File: src/agd_pkg.sv
// Purpose: shared constants for the access guard error irq/event block
// Assumes: 32-bit apb data, one aligned word per register
// Notes: offsets are byte addresses
package agd_pkg;
  localparam int AGD_AW = 8;
  localparam int AGD_DW = 32;
  localparam int AGD_NPER = 4;
  localparam int AGD_SRC_W = 32;
  localparam logic [7:0] AGD_OFF_ENCLR = 8'h00;
  localparam logic [7:0] AGD_OFF_ENSET = 8'h04;
  localparam logic [7:0] AGD_OFF_EVENT_CONTROL_REG = 8'h08;
  localparam logic [7:0] AGD_OFF_BSFLAG = 8'h0C;
  localparam logic [7:0] AGD_OFF_PFLAG0 = 8'h10;
  localparam int AGD_EVENT_CONTROL_REG_ERREN_BIT = 0;
  localparam int AGD_EN_BS_BIT = 0;
  localparam int AGD_EN_P_BIT = 1;
  localparam logic [31:0] AGD_RST_ZERO = 32'h0000_0000;
  typedef enum logic [1:0] {
    AGD_IDLE,
    AGD_ACCESS
  } agd_apb_state_t;
endpackage

File: src/agd_flag_if.sv
// Purpose: carries one flag bank between top and flag module
// Assumes: single clock
// Notes: none
`timescale 1ns/1ps
interface agd_flag_if #(parameter int W = 32);
  logic [W-1:0] err_set;
  logic [W-1:0] clr_mask;
  logic [W-1:0] flags;
  logic any_new;
  modport bank (input err_set, input clr_mask, output flags, output any_new);
  modport ctrl (output err_set, output clr_mask, input flags, input any_new);
endinterface

File: src/agd_guard_irq.sv
// Purpose: access guard error flags, irq enables, combined irq, err event
// Assumes: apb slave, pclk 25 MHz, presetn async active low
// Notes: error inputs are one-cycle pulses synchronous to pclk
`timescale 1ns/1ps
module agd_guard_irq
  import agd_pkg::*;
#(
  parameter int NPER = AGD_NPER,
  parameter int BS_W = AGD_SRC_W,
  parameter int P_W = AGD_SRC_W
) (
  input wire logic pclk,
  input wire logic presetn,
  input wire logic psel,
  input wire logic penable,
  input wire logic pwrite,
  input wire logic [AGD_AW-1:0] paddr,
  input wire logic [AGD_DW-1:0] pwdata,
  output logic [AGD_DW-1:0] prdata,
  output logic pready,
  output logic pslverr,
  input wire logic [BS_W-1:0] bs_err,
  input wire logic [NPER*P_W-1:0] per_err,
  output logic irq,
  output logic err_event
);
  // ***********************
  // registers
  // ***********************
  logic [1:0] en_ff;
  logic erren_ff;
  logic irq_ff;
  logic event_ff;
  logic [AGD_DW-1:0] prdata_ff;
  logic pready_ff;
  logic pslverr_ff;
  agd_apb_state_t st_ff;
  logic [NPER:0] new_v;
  logic [NPER:0] req_v;
  logic wr_go;
  logic rd_go;
  logic [AGD_DW-1:0] rdmux;
  logic hit;

  agd_flag_if #(.W(BS_W)) bs_if ();

  // ***********************
  // flag banks
  // ***********************
  agd_flag_bank #(.W(BS_W)) u_bs (
    .pclk(pclk),
    .presetn(presetn),
    .fb(bs_if)
  );
  assign bs_if.err_set = bs_err;
  assign bs_if.clr_mask = (wr_go && paddr == AGD_OFF_BSFLAG) ?
    pwdata[BS_W-1:0] : '0;
  assign new_v[0] = bs_if.any_new;
  assign req_v[0] = (|bs_if.flags) & en_ff[AGD_EN_BS_BIT];

  logic [P_W-1:0] pflags [NPER];

  genvar g;
  generate
    for (g = 0; g < NPER; g++) begin : g_per
      agd_flag_if #(.W(P_W)) p_if ();
      agd_flag_bank #(.W(P_W)) u_p (
        .pclk(pclk),
        .presetn(presetn),
        .fb(p_if)
      );
      assign p_if.err_set = per_err[g*P_W +: P_W];
      assign p_if.clr_mask = (wr_go &&
        paddr == AGD_OFF_PFLAG0 + 8'(4*g)) ? pwdata[P_W-1:0] : '0;
      assign pflags[g] = p_if.flags;
      assign new_v[g+1] = p_if.any_new;
      assign req_v[g+1] = (|p_if.flags) & en_ff[AGD_EN_P_BIT];
    end
  endgenerate

  // ***********************
  // apb slave
  // ***********************
  // one wait-free access phase; answer comes at the penable edge
  assign wr_go = psel && penable && pwrite && st_ff == AGD_ACCESS;
  assign rd_go = psel && penable && !pwrite && st_ff == AGD_ACCESS;

  always_ff @(posedge pclk or negedge presetn) begin
    if (!presetn) begin
      st_ff <= AGD_IDLE;
    end else if (psel && !penable) begin
      st_ff <= AGD_ACCESS;
    end else begin
      st_ff <= AGD_IDLE;
    end
  end

  always_comb begin
    rdmux = AGD_RST_ZERO;
    hit = 1'b1;
    case (paddr)
      AGD_OFF_ENCLR: rdmux[1:0] = en_ff;
      AGD_OFF_ENSET: rdmux[1:0] = en_ff;
      AGD_OFF_EVENT_CONTROL_REG: rdmux[AGD_EVENT_CONTROL_REG_ERREN_BIT] = erren_ff;
      AGD_OFF_BSFLAG: rdmux[BS_W-1:0] = bs_if.flags;
      default: begin
        hit = 1'b0;
        for (int i = 0; i < NPER; i++) begin
          if (paddr == AGD_OFF_PFLAG0 + 8'(4*i)) begin
            rdmux[P_W-1:0] = pflags[i];
            hit = 1'b1;
          end
        end
      end
    endcase
  end

  // pready raised in setup so access phase completes in one cycle
  always_ff @(posedge pclk or negedge presetn) begin
    if (!presetn) begin
      pready_ff <= 1'b0;
      pslverr_ff <= 1'b0;
      prdata_ff <= AGD_RST_ZERO;
    end else begin
      pready_ff <= psel && !penable;
      pslverr_ff <= psel && !penable && !hit;
      prdata_ff <= (psel && !penable && !pwrite) ? rdmux : AGD_RST_ZERO;
    end
  end

  // ***********************
  // enables and event control
  // ***********************
  always_ff @(posedge pclk or negedge presetn) begin
    if (!presetn) begin
      en_ff <= '0;
    end else if (wr_go && paddr == AGD_OFF_ENSET) begin
      en_ff <= en_ff | pwdata[1:0];
    end else if (wr_go && paddr == AGD_OFF_ENCLR) begin
      en_ff <= en_ff & ~pwdata[1:0];
    end
  end

  always_ff @(posedge pclk or negedge presetn) begin
    if (!presetn) begin
      erren_ff <= 1'b0;
    end else if (wr_go && paddr == AGD_OFF_EVENT_CONTROL_REG) begin
      erren_ff <= pwdata[AGD_EVENT_CONTROL_REG_ERREN_BIT];
    end
  end

  // ***********************
  // outputs
  // ***********************
  // combined request; held while flag and enable stay
  // free-running on pclk, no sleep gating
  always_ff @(posedge pclk or negedge presetn) begin
    if (!presetn) begin
      irq_ff <= 1'b0;
    end else begin
      irq_ff <= |req_v;
    end
  end

  // new flag event; gated by erren_ff, not by the irq enables
  always_ff @(posedge pclk or negedge presetn) begin
    if (!presetn) begin
      event_ff <= 1'b0;
    end else begin
      event_ff <= erren_ff & (|new_v);
    end
  end

  assign irq = irq_ff;
  assign err_event = event_ff;
  assign prdata = prdata_ff;
  assign pready = pready_ff;
  assign pslverr = pslverr_ff;
  // rd_go kept for clarity of the access decode
  logic unused_rd;
  assign unused_rd = rd_go;
endmodule

File: src/agd_flag_bank.sv
// Purpose: sticky error flag bank with write-one-to-clear
// Assumes: err_set pulses from the guard's error detectors
// Notes: set wins over a clear in the same cycle
`timescale 1ns/1ps
module agd_flag_bank
  import agd_pkg::*;
#(
  parameter int W = 32
) (
  input wire logic pclk,
  input wire logic presetn,
  agd_flag_if.bank fb
);
  logic [W-1:0] flags_ff;
  logic [W-1:0] nxt_flags;
  logic any_new_ff;
  logic [W-1:0] rises;

  // set on error, one clears, set beats clear
  always_comb begin
    nxt_flags = (flags_ff & ~fb.clr_mask) | fb.err_set;
  end

  assign rises = nxt_flags & ~flags_ff;

  always_ff @(posedge pclk or negedge presetn) begin
    if (!presetn) begin
      flags_ff <= '0;
    end else begin
      flags_ff <= nxt_flags;
    end
  end

  always_ff @(posedge pclk or negedge presetn) begin
    if (!presetn) begin
      any_new_ff <= 1'b0;
    end else begin
      any_new_ff <= |rises;
    end
  end

  assign fb.flags = flags_ff;
  assign fb.any_new = any_new_ff;
endmodule

File: config.mk
export PLATFORM = sky130hd
export DESIGN_NAME = agd_guard_irq
export DESIGN_NICKNAME = d
export VERILOG_FILES = /design/src/agd_pkg.sv /design/src/agd_flag_if.sv /design/src/agd_guard_irq.sv /design/src/agd_flag_bank.sv
export SDC_FILE = /design/constraint.sdc
export NUM_CORES = 1
export LEC_CHECK = 0
export ABC_AREA = 1
export BUFFER_PORTS_ARGS = -buffer_cell sky130_fd_sc_hd__buf_2
export CORE_MARGIN = 4
export CORE_UTILIZATION = 50
export DETAILED_ROUTE_END_ITERATION = 6
export GPL_TIMING_DRIVEN = 0
export HOLD_SLACK_MARGIN = 0.02
export PLACE_DENSITY = 0.85
export SYNTH_ARGS = -nofsm -noshare
export SYNTH_HDL_FRONTEND = slang
export SYNTH_SLANG_ARGS = --single-unit
File: constraint.sdc
create_clock -name pclk -period 2.8 [get_ports pclk]
set_input_delay 0 -clock pclk [delete_from_list [all_inputs] [get_ports pclk]]
set_output_delay 0 -clock pclk [all_outputs]
set_load 0.05 [all_outputs]
### Yosys cells after proc, flatten, opt, wreduce, memory -nomap -nowiden

Cells that the tools add are included.
W data, S select, Z words.

| storage, ports and cells | value |
|---|---|
| bits in registers | 205 |
| latch bits | 0 |
| memory bits (writable) | 0 |
| ROM bits | 0 |
| input port bits | 205 |
| output and inout port bits | 36 |
| word-level logic and storage cells | 115 |
| memories | 0 |

| operators by class | value |
|---|---|
| add/subtract/negate cells | 0 |
| $mul | 0 |
| div/mod/pow operators | 0 |
| $lt $le $gt $ge | 0 |
| equality and inequality tests | 8 |
| shift-type cells | 0 |
| muxes and demuxes | 21 |
| bitwise logic cells | 34 |
| reductions and logical operators | 34 |

Operator list:

| cell | number |
|---|---|
| $and A32 B32 Y32 | 10 |
| $mux W32 | 10 |
| $not A32 Y32 | 10 |
| $reduce_or A32 Y1 | 10 |
| $or A32 B32 Y32 | 5 |
| $pmux W30 S2 | 1 |
| $eq A8 B5 Y1 const B | 4 |
| $eq A8 B4 Y1 const B | 2 |
| $logic_and A1 B1 Y1 | 14 |
| $reduce_or A5 Y1 | 2 |
| $eq A8 B3 Y1 const B | 1 |
| $logic_not A8 Y1 | 1 |
| $and A1 B1 Y1 | 6 |
| $mux W1 | 6 |
| $pmux W1 S3 | 2 |
| $mux W2 | 2 |
| $reduce_or A4 Y1 | 1 |
| $logic_not A1 Y1 | 3 |
| $reduce_or A3 Y1 | 1 |
| $and A2 B2 Y2 | 1 |
| $not A2 Y2 | 1 |
| $or A2 B2 Y2 | 1 |
| $reduce_bool A2 Y1 | 1 |
| $reduce_or A2 Y1 | 1 |
| $eq A1 B1 Y1 const B | 1 |

### Longest topological paths before layout

| logic depth | value |
|---|---|
| depth in word-level cells | 10 |
| depth in mapped cells | 9 |
| gate-level depth less buffers | 8 |

### By module

From an unflattened synthesis, not the netlist that was laid out.

| second synthesis, totals | value |
|---|---|
| cells, all modules | 1631 |
| area total of the unflattened synthesis | 11345.9 um^2 |

By module, submodules not included:

| module | instances | cells each | area an instance (um^2) | seq. area each (um^2) |
|---|---|---|---|---|
| agd_flag_bank | 5 | 160 | 1422.6 | 825.8 |
| agd_guard_irq | 1 | 831 | 4232.8 | 975.9 |

### Worst setup path after synthesis

No wires, ideal clock.

| path | value |
|---|---|
| path type | register to register |
| start point | reg, netlist name pready |
| end point | reg g_per[2].u_p.flags_ff[12] |
| setup time | 124 ps |
| arrival | 1601 ps |
| required time | 2676 ps |
| path slack | 1074 ps |
| cell stages (with the launch flop) | 8 |
| buffers on the path | 2 |
| period minus slack after synthesis | 1726 ps |
| cells stage by stage | dfrtp_1 nand2_1 nor2_4 and3_1 buf_2 buf_4 a21oi_1 or2_1 |

RTL lines:

| item | RTL line | RTL |
|---|---|---|
| end signal: assignment | agd_flag_bank.sv:30 | `flags_ff <= nxt_flags;` |
| end: declaration | agd_flag_bank.sv:14 | `logic [W-1:0] flags_ff;` |

### Final worst setup path

| path | value |
|---|---|
| start point | in paddr[3] |
| end point | reg g_per[1].u_p.flags_ff[15] |

| on the way | value |
|---|---|
| word-level cells in the longest chain between the ends | 6 |

RTL lines:

| item | RTL line | RTL |
|---|---|---|
| start: declaration | agd_guard_irq.sv:17 | `input wire logic [AGD_AW-1:0] paddr,` |
| $eq A8 B5 Y1 | agd_guard_irq.sv:74 | `paddr == AGD_OFF_PFLAG0 + 8'(4*g)) ? pwdata[P_W-1:0] : '0;` |
| $logic_and A1 B1 Y1 | agd_guard_irq.sv:73 | `assign p_if.clr_mask = (wr_go &&` |
| $mux W32 | agd_guard_irq.sv:74 |  |
| $not A32 Y32 | agd_flag_bank.sv:21 | `nxt_flags = (flags_ff & ~fb.clr_mask) \| fb.err_set;` |
| $and A32 B32 Y32 | agd_flag_bank.sv:21 |  |
| $or A32 B32 Y32 | agd_flag_bank.sv:21 |  |
| via g_per[1].u_p.nxt_flags[15] | agd_flag_bank.sv:15 | `logic [W-1:0] nxt_flags;` |
| end signal: assignment | agd_flag_bank.sv:30 |  |
| end: declaration | agd_flag_bank.sv:14 |  |

The timed path passes the listed nets, and every way through them passes these cells.
A chain may end at the register's enable or synchronous reset.

==> summary.md <==
- **die span in x** 153.1 um
- **final-report setup violation count** 0
- **overflow left after global routing** 0
- **clk buf depth** 3
- **capturing point of the worst reg2reg path** g_per[3].u_p.fb.flags[8]
- **maximum fanout along the worst path** 10
- **first-pass iteration count of the detailed router** 7
- **first-pass GRT wire length** 77160 um
- **Max-cap violations** 0
- **unique cell type count in the Yosys netlist** 25
- **buffers plus inverters on the worst setup path** 5
- **smallest hold slack** 0.07121 ns
- **Leakage Power** 0.007400 uW
- **total wire length** 50370 um
- **Chip Height** 153.1 um
- **sequential area share after synthesis** 0.4850
- **busiest metal layer after global routing** met2
- **final critical delay including setup and external delays** 2.763 ns
- **# IOs** 241
- **initial antenna violation count** 5
- **number of pins with negative max-slew slack in the final report** 0
- **met2 Usage GRT** 0.6320
- **slowest stage cell, crit path** dlygate4sd3_1
- **largest net degree at the start of global routing** 125
- **ordered cell list for the critical path** dlygate4sd3_1 -> buf_2 -> inv_1 -> nand3_1 -> nor2_1 -> nand2_1 -> clkbuf_1 -> o21ai_0 -> nand2_1 -> dlygate4sd3_1
- **vias after detailed routing** 14140
- **final hold violations** 0
- **number of routed nets with antenna violations** 0
- **category of the worst setup path capture point** flop
- **cell at the root of the clock tree** clkbuf_16
- **status** finished with violations
- **placement row count** 52
- **total area of sequential cells** 5105 um^2
- **# fillers** 1146
- **most frequent cells in the layout** nand2_1, dlygate4sd3_1, buf_2
- **final net count** 2230
- **count of input and output buffers** 239
- **kind of critical path** input pin to flop
- **Post-Syn Instances** 1422
- **drt wl/cell** 21.78 um
- **most common cell after layout, fill and taps aside** nand2_1
- **total nets after synthesis** 1627
- **HP Class** input pin to async pin
- **Max Clock Skew** 0.02044 ns
- **H-tree depth reported by CTS** 1
- **core area** 20490 um^2
- **layout cell share with drive strength beyond 1** 0.1538
- **number of global-route vias before repair** 14630
- **worst-case vdd ir drop** 433.4 uV
- **CTS tree** yes
- **TritonCTS Buffers** 23
- **synthesized cell area** 10530 um^2
- **met1 usage in global routing** 0.4664
- **routed via count divided by cell count** 6.112
- **overall power** 6834 uW
- **met3 usage** 0.1807
- **post-detail-place hpwl** 27380 um
- **path depth of the worst reg2reg path** 7
- **Tightest Pin Transition** 0.7861 ns
- **setup_tns** 0 ns
- **global routing usage summed across all routing layers** 0.4164
- **clk_lat worst skew** 0.53 ns
- **register-to-register setup slack** 0.20 ns
- **clock transition at the registers of the reported paths** 0.06 ns
- **full die area** 23440 um^2
- **failing checks** design-rule violations
- **average footprint of a synthesized cell** 7.402 um^2
- **worst slew margin relative to its limit** 0.4759
- **highest clock rate** 361.9 MHz
- **number of warnings printed during yosys synthesis** 0
- **CP startpoint kind** input pin
- **critical path's largest stage delay** 0.58 ns
- **number of register bits inferred by synthesis** 204
- **dpl cells** 1932
- **DRC violations left** 115
- **worst path required time** 3.19 ns
- **area added between synthesis and finish** 54.72%
- **launch point of the worst reg-to-reg path** pready
- **worst setup slack after layout** 0.03681 ns
- **setup slack at placement** 0.9123 ns
- **Final Cycle Share** 0.9869
- **combined area of the multi-input logic cells** 4322 um^2
- **non-filler instance count after layout** 2313
- **kind of cell adding the most delay to the critical path** buffers and inverters
- **Pwr Density** 419.6 nW/um^2
- **clock net sink count** 204
- **violation count after the first detailed-route iteration** 2608
- **initial standard-cell utilization of the core** 0.5136
- **global placer's final weighted congestion** 0.9573
- **arrival time of the worst setup path** 3.15 ns
-- cell type report --
class,instances,area share
timing repair buffer,578,0.2832
multi-input combinational,931,0.2654
inverter,245,0.05647
tap,270,0.02075
sequential,204,0.3135
clock buffer,37,0.04595
buffer,42,0.01145
clock inverter,4,0.002997
antenna,2,0.0003073
-- routing by layer --
metal  wire (um)  vias up
met5          33        -
met4        4920        4
met3        7654      504
met2       21830     1522
met1       15930     6354
li1            -     5752
-- kinds of logic (layout without fill, tap and decap cells) --
family          after synthesis  after routing  share of synthesized area
buf+inv                     287            906                     0.1048
simple gates                615            615                     0.2414
flops                       204            204                     0.4850
compound gates              316            316                     0.1687
other cells                   0              2                          0
-- registers in the layout (all words and copies together), names as in the netlist, named ones only --
register              count
u_bs.fb.any_new           1
irq                       1
prdata                   32
err_event                 1
erren_ff                  1
u_bs.fb.flags            32
g_per.u_p.fb.any_new      4
pslverr                   1
g_per.u_p.fb.flags      128
pready                    1
-- timing repair --
| action | CTS | global route |
|---|---|---|
| hold endpoints to repair | 255 | 0 |
| hold buffers | 336 | 0 |
| setup endpoints to repair | 0 | 30 |
| resized for setup | 0 | 7 |
| setup buffers | 0 | 2 |
-- through the flow --
step / utilization / area (um^2)
finish: 0.7946 / 16280
global route: 0.7944 / 16280
CTS: 0.7932 / 16260
detailed placement: 0.5902 / 12100
global placement: 0.5884 / 12060
floorplan: - / 10530
-- worst max path at each step --
| stage | start | endpoint | slack (ns) | cells past startpoint |
|---|---|---|---|---|
| 2_1_floorplan | pready | g_per[2].u_p.fb.flags[12] | 1.07 | 7 |
| 3_3_place_gp | presetn | prdata[26] | -1.64 | 1 |
| 3_5_place_dp | paddr[1] | g_per[3].u_p.fb.flags[6] | 0.91 | 8 |
| 4_1_cts | paddr[6] | u_bs.fb.flags[14] | 0.17 | 11 |
| 5_1_grt | paddr[6] | u_bs.fb.flags[1] | -0.01 | 11 |
| 6_report | paddr[3] | g_per[1].u_p.fb.flags[15] | 0.04 | 10 |
-- synthesized netlist by cell type (all sizes together) --
library cell | n | area [um^2]
a21oi | 44 | 220.2
and3 | 1 | 6.260
buf | 17 | 90.08
clkbuf | 25 | 93.84
clkinv | 2 | 7.510
dfrtp | 204 | 5105
inv | 243 | 912.1
nand2 | 348 | 1311
nand3 | 76 | 380.4
nand4 | 21 | 131.4
nor2 | 155 | 604.3
nor3 | 2 | 32.53
o211ai | 9 | 67.56
o21a | 26 | 195.2
o21ai | 160 | 800.8
o21bai | 5 | 37.54
o22ai | 70 | 437.9
o31ai | 1 | 7.510
o41ai | 1 | 8.760
or2 | 12 | 75.07
-- where the power goes --
part / internal (uW) / leakage [uW] / switching [uW]
Combinational: 311 / 0.00501 / 377
Sequential: 2950 / 0.00200 / 1.58
Clock: 1910 / 0.000399 / 1280
No activity file was read; power rests on OpenSTA's default activity.
